[src/inc/serial_pkg.sv]
/*
 Constants shared by the serial status, loop and stop-mode block:
 register offsets, status bit positions, reset values, timing counts.
 Assumes a 125 MHz bus clock and 16 samples per bit.
*/
package serial_pkg;
	localparam logic [7:0] OFS_STATUS_ONE  = 8'h00;
	localparam logic [7:0] OFS_DATA        = 8'h04;
	localparam logic [7:0] OFS_CONTROL_ONE = 8'h08;
	localparam logic [7:0] OFS_CONTROL_THR = 8'h0C;
	localparam logic [7:0] OFS_IRQ_STATUS  = 8'h10;
	localparam logic [7:0] OFS_IRQ_MASK    = 8'h14;
	localparam logic [7:0] OFS_STOP_CTRL   = 8'h18;
	localparam logic [7:0] OFS_BAUD        = 8'h1C;

	// serial_status_one bit positions
	localparam int ST_RX_FULL = 5;
	localparam int ST_OVERRUN = 3;
	localparam int ST_NOISE   = 2;

	// serial_control_three bit positions
	localparam int C3_LOOP  = 7;
	localparam int C3_RECEIVER_SOURCE_SELECT  = 6;
	localparam int C3_SINGLE_WIRE_DIRECTION = 5;
	localparam int C3_EDGIE = 4;

	// Interrupt status / mask bit positions
	localparam int IRQ_RX_FULL = 0;
	localparam int IRQ_OVERRUN = 1;
	localparam int IRQ_NOISE   = 2;
	localparam int IRQ_EDGE    = 3;
	localparam int IRQ_TX_DONE = 4;

	// Stop control encodings
	localparam logic [1:0] STOP_RUN   = 2'h0;
	localparam logic [1:0] STOP_LIGHT = 2'h3;
	localparam logic [1:0] STOP_MID   = 2'h2;
	localparam logic [1:0] STOP_DEEP  = 2'h1;

	localparam int          OVERSAMPLE   = 16;
	localparam logic [15:0] BAUD_RESET   = 16'h0044;
	localparam logic [7:0]  CTRL_RESET   = 8'h00;
	localparam int          DATA_BITS    = 8;
	localparam int          START_SAMPLES = 7;
	localparam int          BIT_SAMPLES   = 3;
endpackage : serial_pkg

[src/rtl/serial_loop_status.sv]
/*
 Serial receiver/transmitter core with overrun and noise status,
 stop-mode handling, internal loop and single-wire modes, behind an
 AHB-Lite slave. Assumes one clock, all inputs synchronous to it.
*/
//
// Overview of operation
// - Overrun when new char meets unread data
// - Overrun clears by status read, data read
// - Seven start samples, three per bit
// - Noise flag set with receive-full flag
// - Noise clears by status then data read
// - Stop modes freeze shifting; mid and deep stops clear flags
// - Mid and deep stops lose registers; light keeps them
// - Edge detector wakes in light stop only
// - Resume from held state after light stop
// - Loop select plus source picks mode
// - Loop mode feeds transmitter to receiver
// - Single-wire joins receiver, transmitter, pin
// - Direction zero: pin is receiver input
// - Direction one: transmitter drives pin
// - Single-wire receiver hears own transmission at direction one
// - Receive-full set on shifter-to-data move
`timescale 1ns/1ps
module serial_loop_status
	import serial_pkg::*;
(
	input  wire logic        ref_clk_i,
	input  wire logic        nrst_i,
	input  wire logic [31:0] haddr_i,
	input  wire logic [1:0]  htrans_i,
	input  wire logic        hwrite_i,
	input  wire logic [2:0]  hsize_i,
	input  wire logic        hsel_i,
	input  wire logic        hready_i,
	input  wire logic [31:0] hwdata_i,
	output logic      [31:0] hrdata_o,
	output logic             hreadyout_o,
	output logic             hresp_o,
	input  wire logic        rxd_i,
	input  wire logic        txd_pin_i,
	output logic             txd_pin_o,
	output logic             txd_pin_oe_o,
	output logic             rx_pin_released_o,
	output logic             wake_o,
	output logic             irq_o
);
	typedef enum logic [1:0] {RX_IDLE = 2'b00, RX_START = 2'b01, RX_DATA = 2'b11,
		RX_STOP = 2'b10} rx_state_type;
	typedef enum logic [1:0] {TX_IDLE = 2'b00, TX_START = 2'b01, TX_DATA = 2'b11,
		TX_STOP = 2'b10} tx_state_type;

	logic [7:0]   control_one;
	logic [7:0]   control_three;
	logic [15:0]  baud;
	logic [1:0]   stop_mode;
	logic [4:0]   irq_status;
	logic [4:0]   irq_mask;
	logic [7:0]   rx_data;
	logic         rx_full;
	logic         overrun;
	logic         noise;
	logic         status_armed;
	logic         ph_valid;
	logic         ph_write;
	logic [7:0]   ph_addr;
	logic         run;
	logic         wipe;
	logic [15:0]  div_cnt;
	logic         tick;
	rx_state_type rx_state;
	logic [3:0]   rx_smp;
	logic [2:0]   rx_bit;
	logic [7:0]   rx_shift;
	logic         rx_noise;
	logic [2:0]   votes;
	logic         rx_done;
	logic [7:0]   rx_word;
	logic         rx_word_noise;
	tx_state_type tx_state;
	logic [3:0]   tx_smp;
	logic [2:0]   tx_bit;
	logic [7:0]   tx_shift;
	logic         tx_line;
	logic         tx_pending;
	logic [7:0]   tx_hold;
	logic         tx_done;
	logic         loop_mode;
	logic         wire_mode;
	logic         rx_line;
	logic         rx_prev;
	logic         edge_seen;
	logic         data_read;
	logic         status_read;
	logic         next_noisy;
	logic [1:0]   vote_sum;

	// Only the light stop keeps the clock path notionally alive for wake-up
	assign run  = (stop_mode == STOP_RUN);
	assign wipe = (stop_mode == STOP_DEEP) || (stop_mode == STOP_MID);

	assign loop_mode = control_three[C3_LOOP] && !control_three[C3_RECEIVER_SOURCE_SELECT];
	assign wire_mode = control_three[C3_LOOP] && control_three[C3_RECEIVER_SOURCE_SELECT];
	always_comb begin
		if (loop_mode)
			rx_line = tx_line;
		else if (wire_mode)
			rx_line = control_three[C3_SINGLE_WIRE_DIRECTION] ? tx_line : txd_pin_i;
		else
			rx_line = rxd_i;
	end

	always_ff @(posedge ref_clk_i or negedge nrst_i) begin
		if (!nrst_i) begin
			txd_pin_o         <= 1'b1;
			txd_pin_oe_o      <= 1'b1;
			rx_pin_released_o <= 1'b0;
		end else begin
			txd_pin_o         <= tx_line;
			txd_pin_oe_o      <= !wire_mode || control_three[C3_SINGLE_WIRE_DIRECTION];
			rx_pin_released_o <= control_three[C3_LOOP];
		end
	end

	// AHB-Lite address phase capture
	always_ff @(posedge ref_clk_i or negedge nrst_i) begin
		if (!nrst_i) begin
			ph_valid <= 1'b0;
			ph_write <= 1'b0;
			ph_addr  <= 8'h00;
		end else if (hready_i) begin
			ph_valid <= hsel_i && htrans_i[1];
			ph_write <= hwrite_i;
			ph_addr  <= haddr_i[7:0];
		end
	end
	assign data_read   = ph_valid && !ph_write && ph_addr == OFS_DATA;
	assign status_read = ph_valid && !ph_write && ph_addr == OFS_STATUS_ONE;

	always_ff @(posedge ref_clk_i or negedge nrst_i) begin
		if (!nrst_i) begin
			hreadyout_o <= 1'b1;
			hresp_o     <= 1'b0;
			hrdata_o    <= 32'h0000_0000;
		end else begin
			hreadyout_o <= 1'b1;
			hresp_o     <= 1'b0;
			hrdata_o    <= 32'h0000_0000;
			if (hready_i && hsel_i && htrans_i[1] && !hwrite_i) begin
				case (haddr_i[7:0])
					OFS_STATUS_ONE:  hrdata_o[7:0] <= {2'h0, rx_full, 1'b0, overrun, noise, 2'h0};
					OFS_DATA:        hrdata_o[7:0] <= rx_data;
					OFS_CONTROL_ONE: hrdata_o[7:0] <= control_one;
					OFS_CONTROL_THR: hrdata_o[7:0] <= control_three;
					OFS_IRQ_STATUS:  hrdata_o[4:0] <= irq_status;
					OFS_IRQ_MASK:    hrdata_o[4:0] <= irq_mask;
					OFS_STOP_CTRL:   hrdata_o[1:0] <= stop_mode;
					OFS_BAUD:        hrdata_o[15:0] <= baud;
					default:         hrdata_o <= 32'h0000_0000;
				endcase
			end
		end
	end

	// Stop control lives outside the wiped set so software can leave stop
	always_ff @(posedge ref_clk_i or negedge nrst_i) begin
		if (!nrst_i)
			stop_mode <= STOP_RUN;
		else if (ph_valid && ph_write && ph_addr == OFS_STOP_CTRL)
			stop_mode <= hwdata_i[1:0];
		else if (stop_mode == STOP_LIGHT && edge_seen && control_three[C3_EDGIE])
			stop_mode <= STOP_RUN;
	end

	always_ff @(posedge ref_clk_i or negedge nrst_i) begin
		if (!nrst_i) begin
			control_one   <= CTRL_RESET;
			control_three <= CTRL_RESET;
			baud          <= BAUD_RESET;
			irq_mask      <= 5'h00;
			tx_hold       <= 8'h00;
			tx_pending    <= 1'b0;
		end else if (wipe) begin
			control_one   <= CTRL_RESET;
			control_three <= CTRL_RESET;
			baud          <= BAUD_RESET;
			irq_mask      <= 5'h00;
			tx_pending    <= 1'b0;
		end else if (run) begin
			if (tx_state == TX_IDLE && tx_pending && tick)
				tx_pending <= 1'b0;
			if (ph_valid && ph_write) begin
				case (ph_addr)
					OFS_DATA: begin
						tx_hold    <= hwdata_i[7:0];
						tx_pending <= 1'b1;
					end
					OFS_CONTROL_ONE: control_one   <= hwdata_i[7:0];
					OFS_CONTROL_THR: control_three <= hwdata_i[7:0];
					OFS_IRQ_MASK:    irq_mask      <= hwdata_i[4:0];
					OFS_BAUD:        baud          <= hwdata_i[15:0];
					default:         ;
				endcase
			end
		end
	end

	always_ff @(posedge ref_clk_i or negedge nrst_i) begin
		if (!nrst_i) begin
			div_cnt <= 16'h0000;
			tick    <= 1'b0;
		end else if (!run) begin
			tick <= 1'b0;
		end else if (div_cnt >= baud) begin
			div_cnt <= 16'h0000;
			tick    <= 1'b1;
		end else begin
			div_cnt <= div_cnt + 16'h0001;
			tick    <= 1'b0;
		end
	end

	assign vote_sum   = 2'(votes[0]) + 2'(votes[1]) + 2'(votes[2]);
	assign next_noisy = (vote_sum != 2'h0) && (vote_sum != 2'h3);

	// Samples 7..9 of each bit; a start bit adds samples 3..6 of its front half
	always_ff @(posedge ref_clk_i or negedge nrst_i) begin
		if (!nrst_i) begin
			rx_state      <= RX_IDLE;
			rx_smp        <= 4'h0;
			rx_bit        <= 3'h0;
			rx_shift      <= 8'h00;
			rx_noise      <= 1'b0;
			votes         <= 3'h0;
			rx_done       <= 1'b0;
			rx_word       <= 8'h00;
			rx_word_noise <= 1'b0;
		end else if (wipe) begin
			rx_state <= RX_IDLE;
			rx_done  <= 1'b0;
		end else begin
			rx_done <= 1'b0;
			// A tick already registered when stop lands must not step the shifter
			if (tick && run) begin
				rx_smp <= rx_smp + 4'h1;
				case (rx_state)
					RX_IDLE: begin
						rx_smp   <= 4'h1;
						rx_noise <= 1'b0;
						if (!rx_line)
							rx_state <= RX_START;
					end
					RX_START: begin
						if (rx_smp >= 4'h3 && rx_smp <= 4'h6)
							rx_noise <= rx_noise | rx_line;
						if (rx_smp >= 4'h7 && rx_smp <= 4'h9)
							votes <= {votes[1:0], rx_line};
						if (rx_smp == 4'hA) begin
							rx_noise <= rx_noise | next_noisy;
							if (vote_sum >= 2'h2)
								rx_state <= RX_IDLE;
						end
						if (rx_smp == 4'hF) begin
							rx_state <= RX_DATA;
							rx_bit   <= 3'h0;
						end
					end
					RX_DATA, RX_STOP: begin
						if (rx_smp >= 4'h7 && rx_smp <= 4'h9)
							votes <= {votes[1:0], rx_line};
						if (rx_smp == 4'hA) begin
							rx_noise <= rx_noise | next_noisy;
							if (rx_state == RX_DATA)
								rx_shift <= {vote_sum >= 2'h2, rx_shift[7:1]};
						end
						if (rx_smp == 4'hF) begin
							if (rx_state == RX_STOP) begin
								rx_state      <= RX_IDLE;
								rx_done       <= 1'b1;
								rx_word       <= rx_shift;
								rx_word_noise <= rx_noise;
							end else if (rx_bit == 3'(DATA_BITS - 1)) begin
								rx_state <= RX_STOP;
							end else begin
								rx_bit <= rx_bit + 3'h1;
							end
						end
					end
					default: rx_state <= RX_IDLE;
				endcase
			end
		end
	end

	// Status read with a flag set arms the clear; a later data read completes it
	always_ff @(posedge ref_clk_i or negedge nrst_i) begin
		if (!nrst_i) begin
			rx_full      <= 1'b0;
			overrun      <= 1'b0;
			noise        <= 1'b0;
			rx_data      <= 8'h00;
			status_armed <= 1'b0;
		end else if (wipe) begin
			rx_full      <= 1'b0;
			overrun      <= 1'b0;
			noise        <= 1'b0;
			status_armed <= 1'b0;
		end else begin
			if (status_read)
				status_armed <= rx_full || overrun || noise;
			if (data_read && status_armed) begin
				status_armed <= 1'b0;
				rx_full      <= 1'b0;
				overrun      <= 1'b0;
				noise        <= 1'b0;
			end
			if (rx_done) begin
				if (rx_full && !(data_read && status_armed)) begin
					overrun <= 1'b1;
				end else begin
					rx_data <= rx_word;
					rx_full <= 1'b1;
					noise   <= rx_word_noise;
				end
			end
		end
	end

	always_ff @(posedge ref_clk_i or negedge nrst_i) begin
		if (!nrst_i) begin
			tx_state <= TX_IDLE;
			tx_smp   <= 4'h0;
			tx_bit   <= 3'h0;
			tx_shift <= 8'h00;
			tx_line  <= 1'b1;
			tx_done  <= 1'b0;
		end else if (wipe) begin
			tx_state <= TX_IDLE;
			tx_line  <= 1'b1;
			tx_done  <= 1'b0;
		end else begin
			tx_done <= 1'b0;
			if (tick && run) begin
				tx_smp <= tx_smp + 4'h1;
				case (tx_state)
					TX_IDLE: if (tx_pending) begin
						tx_state <= TX_START;
						tx_shift <= tx_hold;
						tx_smp   <= 4'h1;
						tx_line  <= 1'b0;
					end
					TX_START: if (tx_smp == 4'hF) begin
						tx_state <= TX_DATA;
						tx_bit   <= 3'h0;
						tx_line  <= tx_shift[0];
					end
					TX_DATA: if (tx_smp == 4'hF) begin
						tx_shift <= {1'b1, tx_shift[7:1]};
						if (tx_bit == 3'(DATA_BITS - 1)) begin
							tx_state <= TX_STOP;
							tx_line  <= 1'b1;
						end else begin
							tx_bit  <= tx_bit + 3'h1;
							tx_line <= tx_shift[1];
						end
					end
					TX_STOP: if (tx_smp == 4'hF) begin
						tx_state <= TX_IDLE;
						tx_done  <= 1'b1;
					end
					default: tx_state <= TX_IDLE;
				endcase
			end
		end
	end

	// Edge detector runs in run and light stop only
	always_ff @(posedge ref_clk_i or negedge nrst_i) begin
		if (!nrst_i) begin
			rx_prev   <= 1'b1;
			edge_seen <= 1'b0;
			wake_o    <= 1'b0;
		end else begin
			rx_prev   <= rx_line;
			edge_seen <= (run || stop_mode == STOP_LIGHT) && rx_prev && !rx_line;
			wake_o    <= stop_mode == STOP_LIGHT && edge_seen && control_three[C3_EDGIE];
		end
	end

	always_ff @(posedge ref_clk_i or negedge nrst_i) begin
		if (!nrst_i) begin
			irq_status <= 5'h00;
			irq_o      <= 1'b0;
		end else if (wipe) begin
			irq_status <= 5'h00;
			irq_o      <= 1'b0;
		end else begin
			// Set beats a simultaneous write-one clear
			irq_status <= (irq_status & ~((ph_valid && ph_write && ph_addr == OFS_IRQ_STATUS)
				? hwdata_i[4:0] : 5'h00))
				| {tx_done, edge_seen, rx_done && rx_word_noise, rx_done && rx_full,
				rx_done};
			irq_o <= |(irq_status & irq_mask);
		end
	end

	AST_OVERRUN_KEEPS_DATA: assert property (@(posedge ref_clk_i) disable iff (!nrst_i)
		rx_done && rx_full && !data_read && !wipe |=> overrun && $stable(rx_data))
		else $error("overrun not flagged or data overwritten");
	AST_OVERRUN_CLEAR: assert property (@(posedge ref_clk_i) disable iff (!nrst_i)
		$fell(overrun) && !$past(wipe) |-> $past(data_read && status_armed))
		else $error("overrun cleared without data read");
	AST_NOISE_CLEAR: assert property (@(posedge ref_clk_i) disable iff (!nrst_i)
		$fell(noise) && !$past(wipe) |-> $past(data_read && status_armed))
		else $error("noise cleared without read sequence");
	AST_NOISE_WITH_FULL: assert property (@(posedge ref_clk_i) disable iff (!nrst_i)
		$rose(noise) |-> rx_full && $past(rx_done))
		else $error("noise set apart from receive full");
	AST_FULL_ON_DONE: assert property (@(posedge ref_clk_i) disable iff (!nrst_i)
		rx_done && !rx_full && !wipe |=> rx_full && rx_data == $past(rx_word))
		else $error("receive full not set on transfer");
	AST_STOP_FREEZE: assert property (@(posedge ref_clk_i) disable iff (!nrst_i)
		!run ##1 !run |-> $stable(rx_state) && $stable(tx_line))
		else $error("shifting during stop");
	AST_DEEP_WIPE: assert property (@(posedge ref_clk_i) disable iff (!nrst_i)
		wipe |=> control_three == CTRL_RESET && !rx_full)
		else $error("deep stop kept register state");
	AST_WAKE_LIGHT: assert property (@(posedge ref_clk_i) disable iff (!nrst_i)
		wake_o |-> $past(stop_mode) == STOP_LIGHT ##1 run)
		else $error("wake outside light stop or no resume");
	AST_PIN_DIR: assert property (@(posedge ref_clk_i) disable iff (!nrst_i)
		wire_mode |=> txd_pin_oe_o == $past(control_three[C3_SINGLE_WIRE_DIRECTION]))
		else $error("single-wire direction not applied");
	AST_LOOP_ROUTE: assert property (@(posedge ref_clk_i) disable iff (!nrst_i)
		loop_mode |-> rx_line == tx_line)
		else $error("loop mode not routing transmitter");
	AST_WIRE_ECHO: assert property (@(posedge ref_clk_i) disable iff (!nrst_i)
		wire_mode && control_three[C3_SINGLE_WIRE_DIRECTION] |-> rx_line == tx_line)
		else $error("single-wire echo missing");
endmodule : serial_loop_status

[config.mk]
export PLATFORM = sky130hd
export DESIGN_NAME = serial_loop_status
export DESIGN_NICKNAME = d
export VERILOG_FILES = /design/src/inc/serial_pkg.sv /design/src/rtl/serial_loop_status.sv
export SDC_FILE = /design/constraint.sdc
export NUM_CORES = 1
export LEC_CHECK = 0
export CAP_MARGIN = 20
export CORE_UTILIZATION = 48
export CTS_BUF_LIST = sky130_fd_sc_hd__clkbuf_4 sky130_fd_sc_hd__clkbuf_8
export DETAILED_ROUTE_END_ITERATION = 6
export DONT_BUFFER_PORTS = 1
export GPL_ROUTABILITY_DRIVEN = 0
export PLACE_DENSITY = 0.72
export SLEW_MARGIN = 15
export SYNTH_ARGS = -nofsm -noshare
export SYNTH_HDL_FRONTEND = slang
export SYNTH_SLANG_ARGS = --single-unit
export TNS_END_PERCENT = 1
[constraint.sdc]
create_clock -name ref_clk_i -period 3.6 [get_ports ref_clk_i]
set_input_delay 0.72 -clock ref_clk_i [delete_from_list [all_inputs] [get_ports ref_clk_i]]
set_output_delay 0.72 -clock ref_clk_i [all_outputs]
set_load 0.005 [all_outputs]
Word-level counts from Yosys, hierarchy flattened:

Cells that the tools add are included.

* output and inout bits: 39
* bits of input ports: 76
* register bits: 181

* equal/unequal tests: 49
* magnitude comparators: 6
* muxes and demuxes: 105
* add/subtract/negate cells: 7
* reductions and logical operators: 76
* bitwise operators: 8

Operators with widths (count)
* 2-to-1 mux 16 bit: 6
* 2-to-1 mux 8 bit: 11
* equality test 8 x 5 -> 1 bit, second input constant: 8
* 2-to-1 mux 1 bit: 44
* 2-to-1 mux 2 bit: 18
* equality test 8 x 4 -> 1 bit, second input constant: 4
* 2-to-1 mux 5 bit: 6
* logical AND 1 bit: 26
* != test 3 bit, second input constant: 8
* nonzero test 2 bit: 12
* 2-to-1 mux 3 bit: 7
* case mux 3 bit (7 select lines): 1
* != test 2 bit, second input constant: 10
* AND reduction 5 bit: 4
* AND reduction 6 bit: 3
* adder 16 x 1 -> 16 bit, second input constant: 1
* equality test 8 x 3 -> 1 bit, second input constant: 2
* >= comparator 16 bit: 1
* zero test 8 bit: 2
* case mux 8 bit (2 select lines): 1
* case mux 3 bit (5 select lines): 1
* AND reduction 3 bit: 5
* case mux 2 bit (7 select lines): 1
* equality test 2 bit, second input constant: 6
* 34 further kinds: 63

Depth between registers and ports, before layout:

Gate-level depths: netlist of run 1.

* depth after elaboration: 9
* mapped depth: 9

Worst setup path before layout of run 1:

No wires, ideal clock.

* path type: input-to-reg
* from: in haddr_i[0]
* to: reg hrdata_o[2]
* setup time: 94 ps
* arrival: 1943 ps
* buffers on the path: 0
* path slack: 1563 ps
* stages: 4
* cell sequence: or4_4 -> or3_4 -> a21o_1 -> a211oi_1

* longest elaborated chain between the ends: 3
* elaborated cells between the ends (all ways): 9
* those cells by class: eq/ne (6); mux (2); reduce/logical (1)

Ends and longest elaborated chain
* from (decl): RTL line serial_loop_status.sv:30 `input wire logic [31:0] haddr_i,`
* equality test 8 x 5 -> 1 bit, or another cell as far along: RTL line serial_loop_status.sv:150 `case (haddr_i[7:0])`
* case mux 3 bit (7 select lines) (*): RTL line serial_loop_status.sv:150
* 2-to-1 mux 16 bit (*): RTL line serial_loop_status.sv:149 `if (hready_i && hsel_i && htrans_i[1] && !hwrite_i) begin`
* to (signal assigned): RTL line serial_loop_status.sv:151 `OFS_STATUS_ONE: hrdata_o[7:0] <= {2'h0, rx_full, 1'b0, overrun, noise, 2'h0};`
* to (signal assigned): RTL line serial_loop_status.sv:152 `OFS_DATA: hrdata_o[7:0] <= rx_data;`
* to (signal assigned): RTL line serial_loop_status.sv:153 `OFS_CONTROL_ONE: hrdata_o[7:0] <= control_one;`
* to (decl): RTL line serial_loop_status.sv:37 `output logic [31:0] hrdata_o,`

Every way passes the cells marked *; elsewhere a longest branch is shown, timed or not.
A chain may end at the register's enable or synchronous reset.

Final worst setup path of run 1:

* from: reg div_cnt[15]
* to: reg div_cnt[7]

* longest elaborated chain between the ends: 2

Ends and longest elaborated chain
* from (decl): RTL line serial_loop_status.sv:69 `logic [15:0] div_cnt;`
* from (signal assigned): RTL line serial_loop_status.sv:218 `div_cnt <= div_cnt + 16'h0001;`
* >= comparator 16 bit: RTL line serial_loop_status.sv:214 `end else if (div_cnt >= baud) begin`
* 2-to-1 mux 16 bit: RTL line serial_loop_status.sv:214

No other way between the ends.

==> key figures, run 1 <==
Clock network
  – Clk_lat worst skew: about 0.47 ns
  – CTS resizes: 0
  – CTS max path bufs: 2
  – # Post-CTS Setup Buffers: 0
  – Cts bufs inserted: 17
  – H-tree depth: 4
  – CTS clk-pin slew, worst paths: roughly 0.08 ns
  – CTS Root Cell: clkbuf_8
  – Clock tree from TritonCTS: done
  – Sink Count: 165

Floorplanning
  – Die ar.: ~0.017 mm2
  – Initial Utilization: approximately half
  – Number of I/O pins: ~120
  – Die span in x: ~130 um
  – Core area: approximately 0.016 mm2
  – Die Height: between 100 and 150 um
  – Rows: 47

Layout
  – Ratio of cells with drive above 1 in the final layout: about a fifth
  – Nets: between 800 and 900
  – Area growth, synth to finish: 7.42%
  – Most frequent cells in the layout: dfrtp_1, mux2_2, nand2_1
  – Inserted Diodes: 0
  – Commonest non-fill, non-tap cell in the layout: dfrtp_1

GRT
  – Vias in the first global route: roughly 5,500
  – Gr ovfl total: 0
  – Pin count of the biggest net entering global routing: between 150 and 200
  – Initial antenna violation count: 0
  – First-pass GRT wire length: 28,500 um
  – Total GRT Usage: roughly a fifth

Yosys
  – Syn Area/Cell: between 10 and 15 um2
  – EDFF count, synth: 0
  – Syn Std Cell Area: roughly 0.008 mm2
  – Register area share after synthesis: 51.3%
  – Commonest register cell after synthesis: dfrtp_1
  – Synth unique cells: between 60 and 70
  – Cells after Synth: 728
  – Yosys Warn Count: 0
  – #FFs+latches synth: about 170
  – Post-synth ARST share: between 90% and 100%

Power and ir drop
  – Static leakage: 0.00404 uW
  – Pwr per Cell Area: between 400 and 500 mW/mm2
  – Maximum vdd drop: roughly 0.00024 V

Status
  – Status: finished, violations left
  – Failing checks: design-rule violations, negative hold slack

Detailed routing
  – Total Routed Length: 17,400 um
  – Drt pass-1 iters: 7
  – DR WL/cell: about 18 um
  – Via count: roughly 5,500
  – Final antenna-violating net count: 0
  – 1st-iter DRT viols: between 400 and 500
  – Post-route DRC: 2
  – Number of vias per cell: between 5 and 6

Critical path
  – Required time of the critical path: between 3 and 4 ns
  – Crit end category: register
  – Crit path DAT: a little under 3 ns
  – CP startpoint kind: register
  – Kind of critical path: reg -> reg
  – CP Max Fanout: 8

Placed design
  – Setup WS pre-CTS: 1.10 ns
  – Dpl hpwl: about 13,000 um
  – I/O Buffers: 0

Min path
  – Worst hold path type: in -> async

Flow run
  – Max_cap viols: 0

STA
  – Final WS setup: 1.06 ns
  – Final setup TNS: 0 ns
  – Max Fclk: 0.393 GHz
  – Slew margin rel.: about 53%
  – Final cycle utilization of the critical path: between 70 and 80%
  – Tmin final: between 2 and 3 ns
  – Worst-Margin Slew: 0.693 ns
  – Finish-stage setup viols: 0
  – Max-slew violations: 0
  – Final Hold Fails: approximately 160
  – Hold slack final: -0.0561 ns
  – Clock Skew: about 0.0081 ns
  – RSZ-0062 raised after global routing: false
[metal layers]
layer	wire length (um)	global-route usage, %	vias up	part of all wire, %
met3	781	4.55	33	4.5
met2	8930	36.4	179	51
met5	0	0	-	0
li1	-	-	2569	-
met4	420	8.91	0	2.4
met1	7290	26.1	2756	42
[cell type report]
class,count,area (um2)
clock inverters,12,203
repair buffers,5,37.5
inverters,33,124
clock buffers,20,269
well taps,220,275
flip-flops and latches,165,4140
multi-input cells,501,3620
fillers,1431,7800
[power by group]
part / leakage [uW] / internal [uW] / switching, uW / total, uW
Clock: 0.000236 / 871 / 680 / 1550
Combinational: 0.00165 / 112 / 154 / 266
Sequential: 0.00215 / 1920 / 50.5 / 1970
[metrics by stage]
step / power [uW] / cell area, um2 / utilization [%] / cells
6_report: 3790 / 8660 / 52.6 / 956
4_1_cts: 3810 / 8660 / 52.6 / 956
3_3_place_gp: 2260 / 8190 / 49.7 / 924
5_1_grt: 3930 / 8660 / 52.6 / 956
2_1_floorplan: 2220 / 8130 / - / 744
3_5_place_dp: 2270 / 8190 / 49.7 / 924
[state kept, by name (all words and copies together), names as in the netlist, 2 cells and up]
register / flops
rx_state: 2
control_three: 8
div_cnt: 16
votes: 3
ph_addr: 8
rx_bit: 3
tx_state: 2
rx_shift: 8
rx_smp: 4
tx_shift: 8
hrdata_o: 16
tx_bit: 3
baud: 16
irq_status: 5
rx_word: 8
tx_smp: 4
tx_hold: 8
irq_mask: 5
rx_data: 8
control_one: 8
stop_mode: 2
[synthesized netlist by cell type (8+ instances only)]
| master | number | area share (%) |
|---|---|---|
| ha_1 | 30 | 4.7 |
| nand4_1 | 14 | 1.1 |
| nand3b_1 | 11 | 1.0 |
| mux2i_1 | 13 | 1.6 |
| nor3_1 | 10 | 0.62 |
| nor2b_1 | 10 | 0.78 |
| inv_1 | 32 | 1.5 |
| a21oi_1 | 29 | 1.8 |
| o21ai_0 | 49 | 3.0 |
| a22oi_1 | 8 | 0.74 |
| clkbuf_1 | 18 | 0.84 |
| a22o_1 | 12 | 1.3 |
| dfrtp_1 | 159 | 49 |
| buf_4 | 19 | 1.8 |
| nand2_1 | 53 | 2.5 |
| nor2_1 | 50 | 2.3 |
| mux2_2 | 75 | 10 |
| nand3_1 | 17 | 1.1 |
| nor4_1 | 10 | 0.78 |
[kinds of logic after synthesis]
family | after synthesis | synth area share [%]
simple gates | 218 | 14.7
flops | 165 | 51.3
compound gates | 133 | 10.4
mux | 91 | 12.9
buf+inv | 78 | 4.62
fa+ha+maj | 31 | 4.90
xor+xnor | 10 | 1.09
other cells | 2 | 0.0931
[critical path, cell delays in order (launching register included)]
cell and delay [ns]:
dfrtp_1 0.41, ha_1 0.33, nand4_1 0.15, nor4_1 0.42, a31oi_2 0.25, a31oi_1 0.56
buf_4 0.26, nor2_1 0.05
[worst paths after layout]
path | start | end | slack (ns) | cells past startpoint
setup / recovery | div_cnt[15] | div_cnt[7] | 1.06 | 7
max in group asynchronous | nrst_i | txd_pin_oe_o | 3.41 | 0
setup reg to reg | div_cnt[15] | div_cnt[7] | 1.06 | 7
min in group ref_clk_i | hready_i | ph_valid | 0.35 | 1
hold / removal | nrst_i | tx_shift[4] | -0.06 | 0
hold reg to reg | tx_line | txd_pin_o | 0.39 | 0
(Power assumes the default switching activity.)
==> run 2: changes to the inputs <==
--- a/config.mk
+++ b/config.mk
@@ -11,7 +11,7 @@
 export DETAILED_ROUTE_END_ITERATION = 6
 export DONT_BUFFER_PORTS = 1
 export GPL_ROUTABILITY_DRIVEN = 0
-export PLACE_DENSITY = 0.72
+export PLACE_DENSITY = 0.74
 export SLEW_MARGIN = 15
 export SYNTH_ARGS = -nofsm -noshare
 export SYNTH_HDL_FRONTEND = slang
==> constraint.sdc (replaced) <==
create_clock -name ref_clk_i -period 2.2 [get_ports ref_clk_i]
set_input_delay 0.44 -clock ref_clk_i [delete_from_list [all_inputs] [get_ports ref_clk_i]]
set_output_delay 0.44 -clock ref_clk_i [all_outputs]
set_load 0.005 [all_outputs]
==> run 2 against run 1 <==
Compared with the run above:
- core utilization is 0.17 points higher
- clock power rose by 31%
- sequential share of layout area is 0.16 points lower
- the run ends with negative hold slack left
- final area is 0.33% higher
==> key figures, run 2 (synthesis gave the netlist of run 1 again) <==
Power and ir drop
  – Total power draw: 5720 uW (was 3790 uW)
  – Pwr per Cell Area: 658 mW/mm2 (was 437 mW/mm2)
  – Net Sw Frac: 26.6% (was 23.3%)
  – Maximum vdd drop: 0.000387 V (was 0.000245 V)
  – Power share of the clock group: 35.5% (was 40.9%)
  – Combinational share of power: 8.0% (was 7.0%)
  – Sequential Power Share: 56.5% (was 52.1%)
  – Switching power: 1520 uW (was 884 uW)
  – Int Pwr: 4200 uW (was 2910 uW)
  – Static leakage: 0.00406 uW (was 0.00404 uW)

Clock network
  – CTS max path bufs: 2 (unchanged)
  – CTS clk-pin slew, worst paths: 0.10 ns (was 0.08 ns)
  – Clock tree from TritonCTS: done (unchanged)
  – Cts bufs inserted: 17 (unchanged)
  – CTS Root Cell: clkbuf_8 (unchanged)
  – # Post-CTS Setup Buffers: 0 (unchanged)
  – Sink Count: 165 (unchanged)
  – Clk_lat worst skew: 0.46 ns (was 0.47 ns)
  – H-tree depth: 4 (unchanged)

Critical path
  – Crit path DAT: 2.45 ns (was 2.90 ns)
  – CP Max Fanout: 7 (was 8)
  – CP startpoint kind: register (unchanged)
  – Critical Path Source: div_cnt[9] (was div_cnt[15])
  – Worst R2R Path Depth: 7 (unchanged)
  – Reg2reg start: div_cnt[9] (was div_cnt[15])
  – Critical Path Sink: div_cnt[13] (was div_cnt[7])
  – R2R Path End: div_cnt[13] (was div_cnt[7])
  – Crit end category: register (unchanged)
  – R2r setup slk: 0.1 ns (was 1.06 ns)
  – Kind of critical path: reg -> reg (unchanged)
  – Required time of the critical path: 2.55 ns (was 3.96 ns)

GRT
  – Gr ovfl total: 0 (unchanged)
  – GRT met2 Usage: 35.9% (was 36.4%)
  – Total GRT Usage: 21.3% (about the same)
  – Initial antenna violation count: 0 (unchanged)
  – Grt peak-use layer: met2 (unchanged)
  – First-pass GRT wire length: 28,700 um (was 28,500 um)
  – Met3 usage: 4.48% (was 4.55%)
  – Vias in the first global route: 5,665 (was 5,464)
  – Pin count of the biggest net entering global routing: 166 (unchanged)
  – Grt met1 use: 26.3% (was 26.1%)

Flow run
  – Max_cap viols: 0 (unchanged)

STA
  – Tmin final: 2.10 ns (was 2.54 ns)
  – Max-slew violations: 0 (unchanged)
  – Clock Skew: 0.0150 ns (was 0.00814 ns)
  – Final Hold Fails: 165 (was 159)
  – Max Fclk: 0.476 GHz (was 0.393 GHz)
  – Hold slack final: -0.339 ns (was -0.0561 ns)
  – Finish-stage setup viols: 0 (unchanged)
  – Slew margin rel.: 64.4% (was 53.4%)
  – Worst-Margin Slew: 0.530 ns (was 0.693 ns)
  – Final cycle utilization of the critical path: 95.5% (was 70.7%)
  – Final WS setup: 0.0985 ns (was 1.06 ns)

Floorplanning
  – Core area: 0.0165 mm2 (unchanged)
  – Die span in x: 132 um (unchanged)
  – Die ar.: 0.0173 mm2 (unchanged)
  – Rows: 47 (unchanged)
  – Initial Utilization: 49.0% (unchanged)
  – Number of I/O pins: 115 (unchanged)
  – Die Height: 132 um (unchanged)

Status
  – Failing checks: negative hold slack (was design-rule violations, negative hold slack)
  – Status: finished, violations left (unchanged)

Placed design
  – Dpl hpwl: 12,800 um (was 12,600 um)
  – Setup WS pre-CTS: 0.0120 ns (was 1.10 ns)
  – I/O Buffers: 0 (unchanged)
  – Placed cell areas: 0.00828 mm2 (was 0.00819 mm2)

Layout
  – Nets: 842 (was 830)
  – Final instance area: 0.00869 mm2 (was 0.00866 mm2)
  – Area growth, synth to finish: 7.77% (was 7.42%)
  – Commonest non-fill, non-tap cell in the layout: dfrtp_1 (unchanged)
  – Biggest regs: baud x16, div_cnt x16, hrdata_o x16 (unchanged)
  – Most frequent cells in the layout: dfrtp_1, mux2_2, nand2_1 (unchanged)
  – Ratio of cells with drive above 1 in the final layout: 20.7% (was 18.6%)
  – Inserted Diodes: 0 (unchanged)

Detailed routing
  – 1st-iter DRT viols: 539 (was 454)
  – Final antenna-violating net count: 0 (unchanged)
  – DR WL/cell: 18.0 um (was 18.2 um)
  – Drt pass-1 iters: 5 (was 7)
  – Via count: 5,596 (was 5,537)
  – Total Routed Length: 17,400 um (about the same)
  – Number of vias per cell: 5.78 (was 5.79)
  – Post-route DRC: 0 (was 2)

Min path
  – Worst hold path type: in -> async (unchanged)
-- run 2: layout make-up --
class | instances | area (um2)
Tap cell | 220 | 275
Sequential cell | 165 | 4140
Timing Repair Buffer | 17 | 128
Multi-Input combinational cell | 501 | 3670
Clock inverter | 13 | 100
Fill cell | 1432 | 7770
Inverter | 33 | 124
Clock buffer | 19 | 262
-- run 2: how the worst min path moves through the flow --
stage	to	from	cells after the start	slack [ns]
floorplan	baud[0]	nrst_i	0	0.14
global placement	div_cnt[9]	nrst_i	0	0.15
detailed placement	div_cnt[9]	nrst_i	0	0.15
CTS	rx_pin_released_o	nrst_i	0	-0.36
global route	baud[10]	nrst_i	0	-0.37
finish	div_cnt[2]	nrst_i	0	-0.34
-- run 2: routing by layer --
metal	up-vias	share of wire (%)
met5	-	0
met4	0	2.1
met3	23	5.1
met2	172	51
met1	2807	41
li1	2594	-
-- run 2: worst max-delay path, cell delays in order (launching register included) --
cell and delay, ns:
dfrtp_1 0.44, ha_1 0.34, nand4_1 0.20, nor4_4 0.37
a31oi_4 0.17, a31oi_1 0.24, buf_4 0.19, nor2_1 0.06
-- run 2: per-stage QoR --
| stage | TNS (ns) | utilization, % | std cells |
|---|---|---|---|
| floorplan | 0 | - | 744 |
| global placement | 0 | 50.3 | 936 |
| detailed placement | 0 | 50.3 | 936 |
| CTS | -0.000334 | 52.6 | 968 |
| global route | -0.0173 | 52.8 | 968 |
| finish | 0 | 52.8 | 968 |
-- run 2: power by group through the flow --
stage               Sequential (uW)  Combinational (uW)  Clock, uW
global placement               3280                 427          0
CTS                            3230                 452       2070
global route                   3240                 503       2200
floorplan                      3260                 379          0
finish                         3230                 455       2030
detailed placement             3290                 445          0
-- run 2: repair_timing --
item,in CTS,in global routing
pin swaps,0,1
setup endpoints to repair,3,44
endpoints found under the hold margin,165,165
resized for setup,2,7
==> run 3: changes to the inputs <==
--- a/config.mk
+++ b/config.mk
@@ -12,6 +12,7 @@
 export DONT_BUFFER_PORTS = 1
 export GPL_ROUTABILITY_DRIVEN = 0
 export PLACE_DENSITY = 0.74
+export RECOVER_POWER = 50
 export SLEW_MARGIN = 15
 export SYNTH_ARGS = -nofsm -noshare
 export SYNTH_HDL_FRONTEND = slang
==> run 3 against run 2 <==
Compared with the run above:
- combinational power barely moved
- clock skew decreased by 0.0025 ns
- critical endpoint unchanged
- clock power is essentially flat
- cell count is the same
- first-iteration DRC count stayed put
- power is essentially flat
- largest power group unchanged
- sequential power barely moved
- clock-buffer cell count did not move
- the run still ends with negative hold slack left
- largest cell class unchanged
==> key figures, run 3 (synthesis gave the netlist of run 1 again) <==
Power and ir drop
  – Power share of the clock group: 35.5% (about the same)
  – Sequential Power Share: 56.5% (about the same)
  – Static leakage: 0.00405 uW (was 0.00406 uW)
  – Int Pwr: 4190 uW (was 4200 uW)
  – Net Sw Frac: 26.7% (was 26.6%)
  – Pwr per Cell Area: 658 mW/mm2 (about the same)
  – Maximum vdd drop: 0.000390 V (was 0.000387 V)
  – Combinational share of power: 8.0% (about the same)
  – Switching power: 1520 uW (about the same)

Clock network
  – # Post-CTS Setup Buffers: 0 (unchanged)
  – CTS max path bufs: 2 (unchanged)
  – Clk_lat worst skew: 0.46 ns (about the same)
  – CTS clk-pin slew, worst paths: 0.10 ns (about the same)
  – Sink Count: 165 (unchanged)
  – H-tree depth: 4 (unchanged)
  – CTS Root Cell: clkbuf_8 (unchanged)
  – Clock tree from TritonCTS: done (unchanged)
  – Cts bufs inserted: 17 (unchanged)

Critical path
  – CP startpoint kind: register (unchanged)
  – Kind of critical path: reg -> reg (unchanged)
  – Crit-path slowest cell: dfrtp_1 (unchanged)
  – Required time of the critical path: 2.55 ns (about the same)
  – Worst path bufs/invs: 1 (unchanged)
  – Crit path max-delay family: simple AND/OR/NAND/NOR gates (unchanged)
  – Crit end category: register (unchanged)
  – Crit path DAT: 2.45 ns (about the same)
  – Cells along the critical path: ha_1 -> nand4_1 -> nor4_4 -> a31oi_4 -> a31oi_1 -> buf_4 -> nor2_1 (unchanged)
  – Max incr delay on CP: 0.44 ns (about the same)
  – CP Max Fanout: 7 (unchanged)

GRT
  – Initial antenna violation count: 0 (unchanged)
  – Pin count of the biggest net entering global routing: 166 (unchanged)
  – First-pass GRT wire length: 28,700 um (unchanged)
  – Gr ovfl total: 0 (unchanged)
  – Total GRT Usage: 21.3% (unchanged)
  – Vias in the first global route: 5,665 (unchanged)

Layout
  – Final Non-Filler Cells: 968 (unchanged)
  – Ratio of cells with drive above 1 in the final layout: 20.6% (was 20.7%)
  – Fill count: 1,432 (unchanged)
  – Commonest non-fill, non-tap cell in the layout: dfrtp_1 (unchanged)
  – Biggest regs: baud x16, div_cnt x16, hrdata_o x16 (unchanged)
  – Nets: 842 (unchanged)
  – Inserted Diodes: 0 (unchanged)
  – Most frequent cells in the layout: dfrtp_1, mux2_2, nand2_1 (unchanged)
  – Area growth, synth to finish: 7.77% (unchanged)
  – Final instance area: 0.00869 mm2 (unchanged)

STA
  – Clock Skew: 0.0125 ns (was 0.0150 ns)
  – Final Hold Fails: 165 (unchanged)
  – Max-slew violations: 0 (unchanged)
  – Final cycle utilization of the critical path: 95.4% (was 95.5%)
  – Slew margin rel.: 64.5% (was 64.4%)
  – Max Fclk: 0.476 GHz (about the same)
  – Worst-Margin Slew: 0.528 ns (was 0.530 ns)
  – Finish-stage setup viols: 0 (unchanged)
  – Tmin final: 2.10 ns (about the same)
  – Hold slack final: -0.336 ns (was -0.339 ns)

Placed design
  – Placed cells: 936 (unchanged)
  – Dpl hpwl: 12,800 um (unchanged)
  – I/O Buffers: 0 (unchanged)
  – Placed cell areas: 0.00828 mm2 (unchanged)

Flow run
  – Max_cap viols: 0 (unchanged)

Detailed routing
  – Final antenna-violating net count: 0 (unchanged)
  – Post-route DRC: 0 (unchanged)
  – 1st-iter DRT viols: 539 (unchanged)
  – Drt pass-1 iters: 5 (unchanged)
  – Via count: 5,627 (was 5,596)
  – DR WL/cell: 18.1 um (was 18.0 um)
  – Total Routed Length: 17,500 um (was 17,400 um)
  – Number of vias per cell: 5.81 (was 5.78)

Floorplanning
  – Number of I/O pins: 115 (unchanged)
  – Core area: 0.0165 mm2 (unchanged)
  – Die span in x: 132 um (unchanged)
  – Initial Utilization: 49.0% (unchanged)
  – Die Height: 132 um (unchanged)
  – Die ar.: 0.0173 mm2 (unchanged)
  – Rows: 47 (unchanged)

Min path
  – Worst hold path type: in -> async (unchanged)

Status
  – Status: finished, violations left (unchanged)
  – Failing checks: negative hold slack (unchanged)
==> run 3: changes by cell type in the layout (fill, tap and decap cells not counted) <==
cell,before,now
dfstp_2,6,5
dfstp_1,0,1
==> run 3: metrics by stage <==
step / TNS (ns) / power (uW) / utilization (%) / setup WS [ns]
after global routing: -0.0173 / 5950 / 52.8 / -0.00737
after global placement: 0 / 3710 / 50.3 / 0.0246
after detailed placement: 0 / 3740 / 50.3 / 0.0120
after CTS: -0.000334 / 5760 / 52.6 / -0.000334
final: 0 / 5720 / 52.8 / 0.100
after floorplan: 0 / 3640 / - / 0.187
==> run 3: path summary, 6_finish.rpt <==
kind / from / slack [ns] / cells past startpoint / end
setup / recovery: div_cnt[9] / 0.10 / 7 / div_cnt[13]
setup reg to reg: div_cnt[9] / 0.10 / 7 / div_cnt[13]
min in group ref_clk_i: hready_i / 0.08 / 1 / ph_valid
max in group asynchronous: nrst_i / 2.28 / 0 / baud[2]
hold reg to reg: tx_line / 0.43 / 0 / txd_pin_o
hold / removal: nrst_i / -0.34 / 0 / div_cnt[2]
==> run 3: per-layer routing <==
metal  GRT usage (%)  part of all wire [%]  vias to the layer above
met4            9.30                   2.5                        0
met3            4.48                   4.7                       28
met2            35.9                    51                      181
met5               0                     0                        -
li1                -                     -                     2592
met1            26.3                    42                     2826
==> run 3: final cells by class <==
class                           count  area [um2]  share of cell area, %
Tap cell                          220         275                   3.17
Multi-Input combinational cell    501        3670                   42.2
Clock inverter                     13         100                   1.15
Sequential cell                   165        4140                   47.6
Inverter                           33         124                   1.43
Clock buffer                       19         262                   3.01
Timing Repair Buffer               17         128                   1.47
==> run 3: power by group through the flow <==
stage	combinational [uW]	clock, uW	sequential (uW)
final	455	2030	3230
after floorplan	379	0	3260
after detailed placement	445	0	3290
after CTS	452	2070	3230
after global placement	427	0	3280
after global routing	503	2200	3240
==> run 3: what timing repair did <==
action                                 4_1_cts  5_1_grt
pin swaps                                    0        1
resized for setup                            2        7
setup endpoints to repair                    3       44
endpoints found under the hold margin      165      165
